$ cat src/adc_ctrl_map.svh
// Constants for the converter clock, reset and level-flag control block
`ifndef ADC_CTRL_MAP_SVH
`define ADC_CTRL_MAP_SVH
`define RATIO_384_DIV 8'd5
`define RATIO_256_DIV 8'd3
`define MOD_PER_FRAME 8'd64
`define CAL_FRAMES 14'd8192
`define CLIP_NEAR_UNDER 16'h6e00
`define CLIP_FULL 16'h7fff
`define CLIP_NEAR_OVER 17'h0_8f00
`endif

$ cat src/adc_ctrl_pkg.sv
// Types for the converter clock, reset and level-flag control block
package adc_ctrl_pkg;
	typedef enum logic [1:0] {
		ST_IDLE = 2'b00,
		ST_ARM = 2'b01,
		ST_CAL = 2'b10,
		ST_RUN = 2'b11
	} seq_e;
	typedef struct packed {
		logic bit_clock;
		logic frame_clock;
		logic word_clock;
		logic tag;
	} pins_s;
	typedef struct packed {
		logic [1:0] rst_sync;
		logic [2:0] lr_sync;
		logic [2:0] wc_sync;
		logic lr_fell;
		logic [1:0] wc_seen;
		seq_e seq;
		logic [7:0] div_cnt;
		logic [5:0] mod_cnt;
		logic [13:0] cal_cnt;
		logic [1:0] level;
		logic tag_msb_pending;
		logic tag_lsb_pending;
		pins_s pins;
	} state_s;
endpackage

$ cat src/adc_ctrl.sv
// Clock division, reset/power-down, start-up sequencing, calibration and level flag
`timescale 1ns/100ps
`include "adc_ctrl_map.svh"

module adc_ctrl import adc_ctrl_pkg::*; (
	// Clock and reset
	input wire logic clk_in,
	input wire logic rst_n_in,
	// Strap pins
	input wire logic ratio_384_in,
	input wire logic slave_in,
	input wire logic justify_select_in,
	input wire logic first_bit_delay_in,
	input wire logic bit_clock_edge_select_in,
	// Slave-mode clock pins
	input wire logic channel_frame_clock_in,
	input wire logic word_clock_in,
	// Sample magnitude from the decimator
	input wire logic [16:0] sample_mag_in,
	input wire logic sample_valid_in,
	// Serial clock and flag outputs
	output logic bit_clock_out,
	output logic channel_frame_clock_out,
	output logic channel_frame_clock_oe_out,
	output logic word_clock_out,
	output logic word_clock_oe_out,
	output logic tag_out,
	// Converter control
	output logic mod_tick_out,
	output logic filter_clear_out,
	output logic power_down_out,
	output logic calibrating_out,
	output logic sampling_out
);
	state_s st_reg, st_next;
	logic word_in_mode;
	logic div_wrap;
	logic frame_start;
	logic channel_edge;
	logic [7:0] div_max;
	logic lr_now, lr_prev, wc_now;

	// ====================================================================
	// Mode decode
	assign word_in_mode = slave_in & justify_select_in & ~first_bit_delay_in;
	assign div_max = ratio_384_in ? `RATIO_384_DIV : `RATIO_256_DIV;
	assign div_wrap = (st_reg.div_cnt >= div_max);
	assign lr_now = st_reg.lr_sync[1];
	assign lr_prev = st_reg.lr_sync[2];
	assign wc_now = st_reg.wc_sync[2];
	// Frame boundary: own counter in master mode, external frame rise in slave mode
	assign frame_start = slave_in ? (lr_now & ~lr_prev) :
		(div_wrap && st_reg.mod_cnt == 6'h3f);
	// Channel boundary: either frame clock edge, one per channel sample
	assign channel_edge = slave_in ? (lr_now != lr_prev) : (div_wrap && st_reg.mod_cnt[4:0] == 5'h1f);

	// ====================================================================
	// Next state
	always_comb begin
		st_next = st_reg;
		st_next.rst_sync = {st_reg.rst_sync[0], 1'b1};
		st_next.lr_sync = {st_reg.lr_sync[1:0], channel_frame_clock_in};
		st_next.wc_sync = {st_reg.wc_sync[1:0], word_clock_in};
		st_next.div_cnt = div_wrap ? 8'h00 : st_reg.div_cnt + 8'h01;
		if (div_wrap && st_reg.seq != ST_IDLE && st_reg.seq != ST_ARM) begin
			st_next.mod_cnt = st_reg.mod_cnt + 6'h01;
		end
		if (!st_reg.rst_sync[1]) begin
			st_next.seq = ST_IDLE;
			st_next.div_cnt = 8'h00;
		end else begin
			unique case (st_reg.seq)
				ST_IDLE: begin
					st_next.seq = slave_in ? ST_ARM : ST_CAL;
					st_next.lr_fell = 1'b0;
					st_next.wc_seen = 2'b00;
					st_next.cal_cnt = 14'h0000;
					st_next.mod_cnt = 6'h00;
					// Bit clock parks at the edge-select level before its first edge
					st_next.pins.bit_clock = bit_clock_edge_select_in;
					st_next.tag_msb_pending = 1'b0;
					st_next.tag_lsb_pending = 1'b0;
				end
				ST_ARM: begin
					if (!lr_now && lr_prev) begin
						st_next.lr_fell = 1'b1;
					end
					if (word_in_mode && wc_now) begin
						if (st_reg.wc_seen == 2'b00 && lr_now) st_next.wc_seen = 2'b01;
						if (st_reg.wc_seen == 2'b01 && !lr_now) st_next.wc_seen = 2'b10;
					end
					if (st_reg.lr_fell && lr_now && !lr_prev &&
						(!word_in_mode || (st_reg.wc_seen == 2'b10 && wc_now))) begin
						st_next.seq = ST_CAL;
						st_next.mod_cnt = 6'h00;
					end
				end
				ST_CAL: begin
					if (frame_start) begin
						st_next.cal_cnt = st_reg.cal_cnt + 14'h0001;
						if (st_reg.cal_cnt == `CAL_FRAMES - 14'd1) st_next.seq = ST_RUN;
					end
				end
				ST_RUN: begin
				end
			endcase
		end
		// Level flag follows every new sample; no peak hold
		if (sample_valid_in) begin
			if (sample_mag_in > `CLIP_NEAR_OVER) st_next.level = 2'b11;
			else if (sample_mag_in > {1'b0, `CLIP_FULL}) st_next.level = 2'b10;
			else if (sample_mag_in >= {1'b0, `CLIP_NEAR_UNDER}) st_next.level = 2'b01;
			else st_next.level = 2'b00;
		end
		// Serial clocks; bit clock toggles at each modulator tick (one bit per tick pair)
		if (st_reg.seq == ST_CAL || st_reg.seq == ST_RUN) begin
			if (div_wrap) st_next.pins.bit_clock = ~st_reg.pins.bit_clock;
			st_next.pins.frame_clock = slave_in ? lr_now : ~st_reg.mod_cnt[5];
			st_next.pins.word_clock = slave_in ? lr_now : ~st_reg.mod_cnt[5];
			// Boundary is latched: it seldom falls on a transmitting edge
			if (channel_edge) st_next.tag_msb_pending = 1'b1;
			// Tag launched on the transmitting edge, MSB after a boundary then LSB
			if (div_wrap && st_reg.pins.bit_clock == bit_clock_edge_select_in) begin
				if (st_reg.tag_msb_pending || channel_edge) begin
					st_next.pins.tag = st_reg.level[1];
					st_next.tag_msb_pending = 1'b0;
					st_next.tag_lsb_pending = 1'b1;
				end else if (st_reg.tag_lsb_pending) begin
					st_next.pins.tag = st_reg.level[0];
					st_next.tag_lsb_pending = 1'b0;
				end else begin
					st_next.pins.tag = 1'b0;
				end
			end
		end
	end

	// ====================================================================
	// Registers; reset takes constants only
	always_ff @(posedge clk_in or negedge rst_n_in) begin
		if (!rst_n_in) begin
			st_reg <= '0;
		end else begin
			st_reg <= st_next;
		end
	end

	// ====================================================================
	// Outputs
	always_comb begin
		// Bit clock rests at the edge-select level through reset and release, no glitch
		bit_clock_out = (st_reg.seq == ST_IDLE) ? bit_clock_edge_select_in : st_reg.pins.bit_clock;
		channel_frame_clock_out = st_reg.pins.frame_clock;
		channel_frame_clock_oe_out = ~slave_in;
		word_clock_out = st_reg.pins.word_clock;
		word_clock_oe_out = ~word_in_mode;
		tag_out = st_reg.pins.tag;
	end
	assign mod_tick_out = div_wrap && (st_reg.seq == ST_CAL || st_reg.seq == ST_RUN);
	assign filter_clear_out = ~st_reg.rst_sync[1];
	assign power_down_out = ~st_reg.rst_sync[1];
	assign calibrating_out = (st_reg.seq == ST_CAL);
	assign sampling_out = (st_reg.seq == ST_RUN);

	// ====================================================================
	// Checks
	cal_entry_a: assert property (@(posedge clk_in) disable iff (!rst_n_in)
		$rose(st_reg.rst_sync[1]) && !slave_in |=> st_reg.seq == ST_CAL)
		else $error("calibration did not start after reset release");
	slave_wait_a: assert property (@(posedge clk_in) disable iff (!rst_n_in)
		st_reg.seq == ST_ARM && !st_reg.lr_fell |=> st_reg.seq != ST_CAL)
		else $error("slave started before frame clock fell");
	tick_idle_a: assert property (@(posedge clk_in) disable iff (!rst_n_in)
		st_reg.seq == ST_IDLE |-> !mod_tick_out)
		else $error("modulator ticked in power-down");
	cal_length_a: assert property (@(posedge clk_in) disable iff (!rst_n_in)
		st_reg.seq == ST_CAL && st_next.seq == ST_RUN |-> st_reg.cal_cnt == `CAL_FRAMES - 14'd1)
		else $error("calibration length wrong");
	wclk_dir_a: assert property (@(posedge clk_in) disable iff (!rst_n_in)
		word_clock_oe_out == !(slave_in && justify_select_in && !first_bit_delay_in))
		else $error("word clock direction wrong");
	level_top_a: assert property (@(posedge clk_in) disable iff (!rst_n_in)
		sample_valid_in && sample_mag_in > `CLIP_NEAR_OVER |=> st_reg.level == 2'b11)
		else $error("level flag not full over");
	level_low_a: assert property (@(posedge clk_in) disable iff (!rst_n_in)
		sample_valid_in && sample_mag_in < {1'b0, `CLIP_NEAR_UNDER} |=> st_reg.level == 2'b00)
		else $error("level flag held stale");
	div_ratio_a: assert property (@(posedge clk_in) disable iff (!rst_n_in)
		ratio_384_in && $stable(ratio_384_in) && div_wrap |-> st_reg.div_cnt == `RATIO_384_DIV)
		else $error("divide ratio wrong");
	tick_256_a: assert property (@(posedge clk_in) disable iff (!rst_n_in)
		mod_tick_out && !ratio_384_in |=> !mod_tick_out [*3] ##1 mod_tick_out)
		else $error("modulator tick period wrong in 256 mode");
	tick_384_a: assert property (@(posedge clk_in) disable iff (!rst_n_in)
		mod_tick_out && ratio_384_in |=> !mod_tick_out [*5] ##1 mod_tick_out)
		else $error("modulator tick period wrong in 384 mode");
	idle_pins_a: assert property (@(posedge clk_in) disable iff (!rst_n_in)
		st_reg.seq == ST_IDLE |-> bit_clock_out == bit_clock_edge_select_in &&
		!tag_out && !word_clock_out && !channel_frame_clock_out)
		else $error("pins not parked before start-up");
	slave_static_a: assert property (@(posedge clk_in) disable iff (!rst_n_in)
		st_reg.seq == ST_ARM |=> $stable(bit_clock_out) && $stable(channel_frame_clock_out) &&
		$stable(word_clock_out) && $stable(tag_out))
		else $error("outputs moved while slave start-up was pending");
	sync_hold_a: assert property (@(posedge clk_in) disable iff (!rst_n_in)
		!st_reg.rst_sync[1] |=> st_reg.seq == ST_IDLE && !mod_tick_out)
		else $error("sequencing left idle before reset release was synchronised");
endmodule // adc_ctrl

$ cat config.mk
export PLATFORM = sky130hd
export DESIGN_NAME = adc_ctrl
export DESIGN_NICKNAME = d
export VERILOG_FILES = /design/src/adc_ctrl_pkg.sv /design/src/adc_ctrl.sv
export VERILOG_INCLUDE_DIRS = /design/src
export SDC_FILE = /design/constraint.sdc
export NUM_CORES = 1
export LEC_CHECK = 0
export BUFFER_PORTS_ARGS = -buffer_cell sky130_fd_sc_hd__buf_2
export CAP_MARGIN = 20
export CORE_ASPECT_RATIO = 0.7
export CORE_MARGIN = 3
export CORE_UTILIZATION = 50
export CTS_BUF_LIST = sky130_fd_sc_hd__clkbuf_16
export DETAILED_ROUTE_END_ITERATION = 8
export PLACE_DENSITY = 0.75
export SYNTH_ARGS = -nofsm -noshare
export SYNTH_HDL_FRONTEND = slang
export SYNTH_SLANG_ARGS = --single-unit
$ cat constraint.sdc
create_clock -name clk_in -period 4.7 [get_ports clk_in]
set_clock_uncertainty 0.2 [all_clocks]
set_input_delay 0.94 -clock clk_in [delete_from_list [all_inputs] [get_ports clk_in]]
set_output_delay 0.94 -clock clk_in [all_outputs]
set_load 0.1 [all_outputs]
* Word level (Yosys, flattened, before mapping)
Cells that the tools add are included.
** Storage, ports and cells
- Register bits :: 48
- Bits in latches :: 0
- Bits in writable memories :: 0
- Bits in read-only memories :: 0
- Memories kept :: 0
** Cells by class
- $add $sub $neg :: 3
- Multiply operators :: 0
- Div/mod/pow operators :: 0
- $lt $le $gt $ge :: 4
- Equal/unequal tests :: 19
- Shifts and indexed selects :: 0
- Multiplexer cells :: 39
- Bitwise logic cells :: 10
- Reductions and logical operators :: 30
** Operator list (count)
- $pmux 14 s2 :: 1
- $mux 2 :: 11
- $mux 20 :: 1
- $mux 6 :: 3
- $ge 17x15->1 const B :: 1
- $gt 17x15->1 const B :: 1
- $gt 17x16->1 const B :: 1
- $mux 8 :: 2
- $add 14x1->14 const B :: 1
- $eq 14x13->1 const B :: 1
- $logic_and 1x1->1 :: 14
- $mux 1 :: 14
- $mux 14 :: 1
- $pmux 6 s2 :: 1
- $mux 3 :: 3
- $add 8x1->8 const B :: 1
- $ge 8x3->1 :: 1
- $reduce_and 4->1 :: 2
- $not 1->1 :: 7
- $add 6x1->6 const B :: 1
- $eq 2x2->1 const B :: 3
- $eq 6x6->1 const B :: 1
- $ne 3x2->1 const B :: 2
- $ne 3x3->1 const B :: 2
- other kinds (16) :: 29

* Depth between registers and ports, before layout
- Depth after elaboration :: 8
- Gate-level depth with buffers :: 9
- Gate-level depth less buffers :: 7

* Worst setup path after synthesis
No wires, ideal clock.
- Path kind :: flip-flop to output port
- From :: register st_reg[36] in the netlist's numbering
- To :: output mod_tick_out
- Arrival time :: 3.335 ns
- Data required time :: 3.560 ns
- Slack :: 0.225 ns
- Cell stages (with the launch flop) :: 7
- Buffers on the path :: 2
- Cells stage by stage :: dfrtp_1 > inv_1 > ha_1 > clkbuf_2 > clkbuf_1 > nor2_1 > nor2_1
** Between the ends
- Longest elaborated chain between the ends :: 3
- Elaborated cells between the ends (all ways) :: 4
- Classes of those cells :: eq/ne: 2; reduce/logical: 2
** Ends and longest elaborated chain
- start: declaration :: line adc_ctrl.sv:35 : state_s st_reg, st_next;
- start signal: assignment :: line adc_ctrl.sv:144 : st_reg <= st_next;
- $eq 2x2->1
- net calibrating_out :: line adc_ctrl.sv:32 : output logic calibrating_out,
- $logic_or 1x1->1 :: line adc_ctrl.sv:159 : assign mod_tick_out = div_wrap && (st_reg.seq == ST_CAL || st_reg.seq == ST_RUN);
- $logic_and 1x1->1 :: line adc_ctrl.sv:159
- end: declaration :: line adc_ctrl.sv:29 : output logic mod_tick_out,
The timed path passes the listed nets, and every way through them passes these cells.

* Worst setup path in the final report
- From :: input ratio_384_in
- To :: output mod_tick_out
** Between the ends
- Longest elaborated chain between the ends :: 3
** Ends and longest elaborated chain
- start: declaration :: line adc_ctrl.sv:10 : input wire logic ratio_384_in,
- $mux 3 (no line)
- $ge 8x3->1 :: line adc_ctrl.sv:47 : assign div_wrap = (st_reg.div_cnt >= div_max);
- $logic_and 1x1->1 :: line adc_ctrl.sv:159
Every way passes these cells.

==> impl_metrics.env <==
export IMPL_status="complete, no violations"
export IMPL_yosysWarnings=0
export IMPL_dpl_cell_area_sq_mm=0.002749
export IMPL_place_inst=350
export IMPL_synth_area_leader_cell="dfrtp_1"
export IMPL_start_util_pct=54.86
export IMPL_crit_top_cell="buf_2"
export IMPL_grt_usage_pct=17.39
export IMPL_irDropWorstVdd_mv=0.6065
export IMPL_syn_area_sq_mm=0.002512
export IMPL_rr_worst_depth=6
export IMPL_antenna_found_initial=0
export IMPL_synth_top_cell_area_share_pct=47.81
export IMPL_cts_sinks=48
export IMPL_arrival_ns=2.48
export IMPL_ys_ff_latch=48
export IMPL_final_setup_viol_count=0
export IMPL_finalHoldViolCount=0
export IMPL_gp_congestion=0.8073
export IMPL_critPathMaxStageDelay_ns=0.48
export IMPL_cts_tree="yes"
export IMPL_fmax_ghz=0.2761
export IMPL_p_total_uw=1549
export IMPL_min_period_ns=3.623
export IMPL_die_w_um=90.73
export IMPL_port_buffers=37
export IMPL_crit_required_ns=3.56
export IMPL_die_area_sq_mm=0.005925
export IMPL_ioPinCount=38
export IMPL_ys_flop_type="dfrtp_1"
export IMPL_critPathKind="in -> out"
export IMPL_use_met2_pct=27.42
export IMPL_wl_mm=4.931
export IMPL_period_share_pct=77.08
export IMPL_grt_pass1_vias=1828
export IMPL_design_area_sq_mm=0.002954
export IMPL_drt_iter0_markers=82
export IMPL_post_cts_buffers=0
export IMPL_drv_slew=0
export IMPL_n_antenna_cell=0
export IMPL_synth_cell_types=53
export IMPL_use_met3_pct=3.432
export IMPL_drive_gt1_share_pct=18.84
export IMPL_clk_latency_ns=0.28
export IMPL_grt_pass1_wl_mm=8.342
export IMPL_fill_cells=380
export IMPL_leakage_uw=0.001358
export IMPL_instances_no_fill=358
export IMPL_clock_root_buffer="clkbuf_16"
export IMPL_synth_edf_count=0
export IMPL_vias=1964
export IMPL_endpoint_kind="output pin"
export IMPL_nNetsFinal=331
export IMPL_grt_util_met1_pct=25.57
export IMPL_slew_limit_headroom_pct=52.08
export IMPL_cp_start_kind="input port"
export IMPL_cts_resized=0
export IMPL_drv_cap=0
export IMPL_seq_area_frac_synth_pct=47.81
export IMPL_holdCritStartpoint="st_next[43]"
export IMPL_setup_tns_ns=0
export IMPL_crit_start="ratio_384_in"
export IMPL_grt_max_degree=49
export IMPL_avgRoutedWirePerCell_um=13.77
export IMPL_synth_async_reset_ratio_pct=100.0
export IMPL_crit_family="buffers and inverters"
export IMPL_hpwl_mm=3.647
export IMPL_hold_class="reg -> reg"
export IMPL_syn_to_final_growth_pct=17.58
export IMPL_power_density_mw_per_mm2=524.5
export IMPL_drc=0
export IMPL_grt_overflow=0
export IMPL_rsz0062_at_grt="no"
export IMPL_path_cells="buf_2, ha_1, a21oi_1, o211a_1, nor2_1, buf_2"
export IMPL_synth_area_per_cell_sq_um=9.970
export IMPL_numCtsBuffers=5
export IMPL_cp_num_cells=6
export IMPL_r2r_start="st_reg[36]"
export IMPL_clockBufferDepth=2
export IMPL_dr_pass1_iters=4
export IMPL_die_h_um=65.31
export IMPL_worst_path_max_fanout=8
export IMPL_htree_levels=2
export IMPL_cpMaxStageDelayCell="buf_2"
export IMPL_clk_pin_slew_worst_paths_ns=0.06
export IMPL_grt_busiest_layer="met2"
export IMPL_path_buf_inv=2
export IMPL_ys_top_cells_by_area="dfrtp_1, ha_1, a21oi_1, nor2_1, nand2_1"
export IMPL_worstHoldPathCells=0
export IMPL_antenna_left=0
export IMPL_core_sq_mm=0.004579
export IMPL_ctsHoldBuffers=0
export IMPL_std_cell_rows=20
export IMPL_tightestPinTransition_ns=0.7162
export IMPL_synthCells=252
export IMPL_viasPerCell=5.486
export IMPL_largest_reg_flops=40
-- routing by layer --
layer,up-vias,part of all wire [%],routed length (um)
met5,-,0,0
li1,992,-,-
met1,934,54,2673
met4,0,0.081,4
met2,36,42,2052
met3,2,4.1,200
-- worst reg2reg max path, stage by stage, from the launching register on --
cell and delay, ns:
dfrtp_1 0.42, inv_1 0.09, ha_1 0.55, o2111ai_2 0.36
or4_1 0.57, or3_1 0.32, a21oi_1 0.14
-- final cells by class --
type / count / area [sq um] / share of cell area, %
clock buffer: 5 / 125.1 / 4.235
clock inverter: 2 / 60.06 / 2.033
inverter: 13 / 48.80 / 1.652
multi-input combinational: 186 / 1231 / 41.68
sequential: 48 / 1201 / 40.66
tap: 66 / 82.58 / 2.795
timing repair buffer: 38 / 205.2 / 6.946
-- cells in the mapped netlist (5+ instances only) --
cell,instances
ha_1,12
nand2_1,22
or3_1,5
nand3_1,12
nor4_1,5
a21oi_1,18
o21ai_0,14
nor2_1,23
mux2i_1,5
inv_1,13
dfrtp_1,48
-- final timing paths --
| check | endpoint | slack, ns |
|---|---|---|
| worst max-delay path | mod_tick_out | 1.08 |
| worst min-delay path | st_reg[43] | 0.15 |
| worst max register to register | st_reg[21] | 1.98 |
| worst min register to register | st_reg[43] | 0.15 |
| max in group asynchronous | lr_now | 3.43 |
| min in group asynchronous | st_reg[13] | 0.38 |
-- placed cells by master, fill, tap and decap left out, types with 2 or more instances in the layout --
| master | instances |
|---|---|
| nand3_1 | 12 |
| xnor2_1 | 3 |
| and3_1 | 4 |
| mux2i_1 | 5 |
| nor3_1 | 4 |
| o31ai_1 | 4 |
| ha_1 | 12 |
| or4_1 | 4 |
| buf_2 | 37 |
| a21oi_1 | 18 |
| xor2_1 | 4 |
| nand3b_1 | 4 |
| nor2_1 | 23 |
| nor4_1 | 5 |
| mux2_2 | 4 |
| conb_1 | 5 |
| a22o_1 | 2 |
| dfrtp_1 | 48 |
| nand4_1 | 3 |
| nand2_1 | 22 |
| clkbuf_16 | 5 |
| or3_1 | 5 |
| a311oi_1 | 2 |
| inv_1 | 13 |
| o22ai_1 | 2 |
| bufinv_16 | 2 |
| o21ai_0 | 14 |
-- power breakdown --
| group | internal (uW) | leakage [uW] | switching (uW) |
|---|---|---|---|
| Clock | 302 | 0.0000899 | 142 |
| Combinational | 162 | 0.000645 | 417 |
| Sequential | 473 | 0.000623 | 53.3 |
| Total | 937 | 0.00136 | 613 |
-- per-stage QoR --
step,hold WS [ns],setup slack (ns),util (%)
final,0.1512,1.077,64.51
after global routing,0.1574,0.9335,64.51
after CTS,0.1535,1.081,64.07
after detailed placement,0.1393,1.082,60.03
after global placement,0.1324,1.122,60.03
after floorplan,0.1312,0.2248,-
-- logic make-up after synthesis --
logic type,synth area share [%]
AND/OR/NAND/NOR,19.42
AO/OA/AOI/OAI,16.64
flip-flops,47.81
buffers and inverters,3.635
adder cells (fa/ha/maj),5.976
multiplexers,3.785
XOR/XNOR,2.440
other,0.2989
Power figures use the tool's default switching activity.
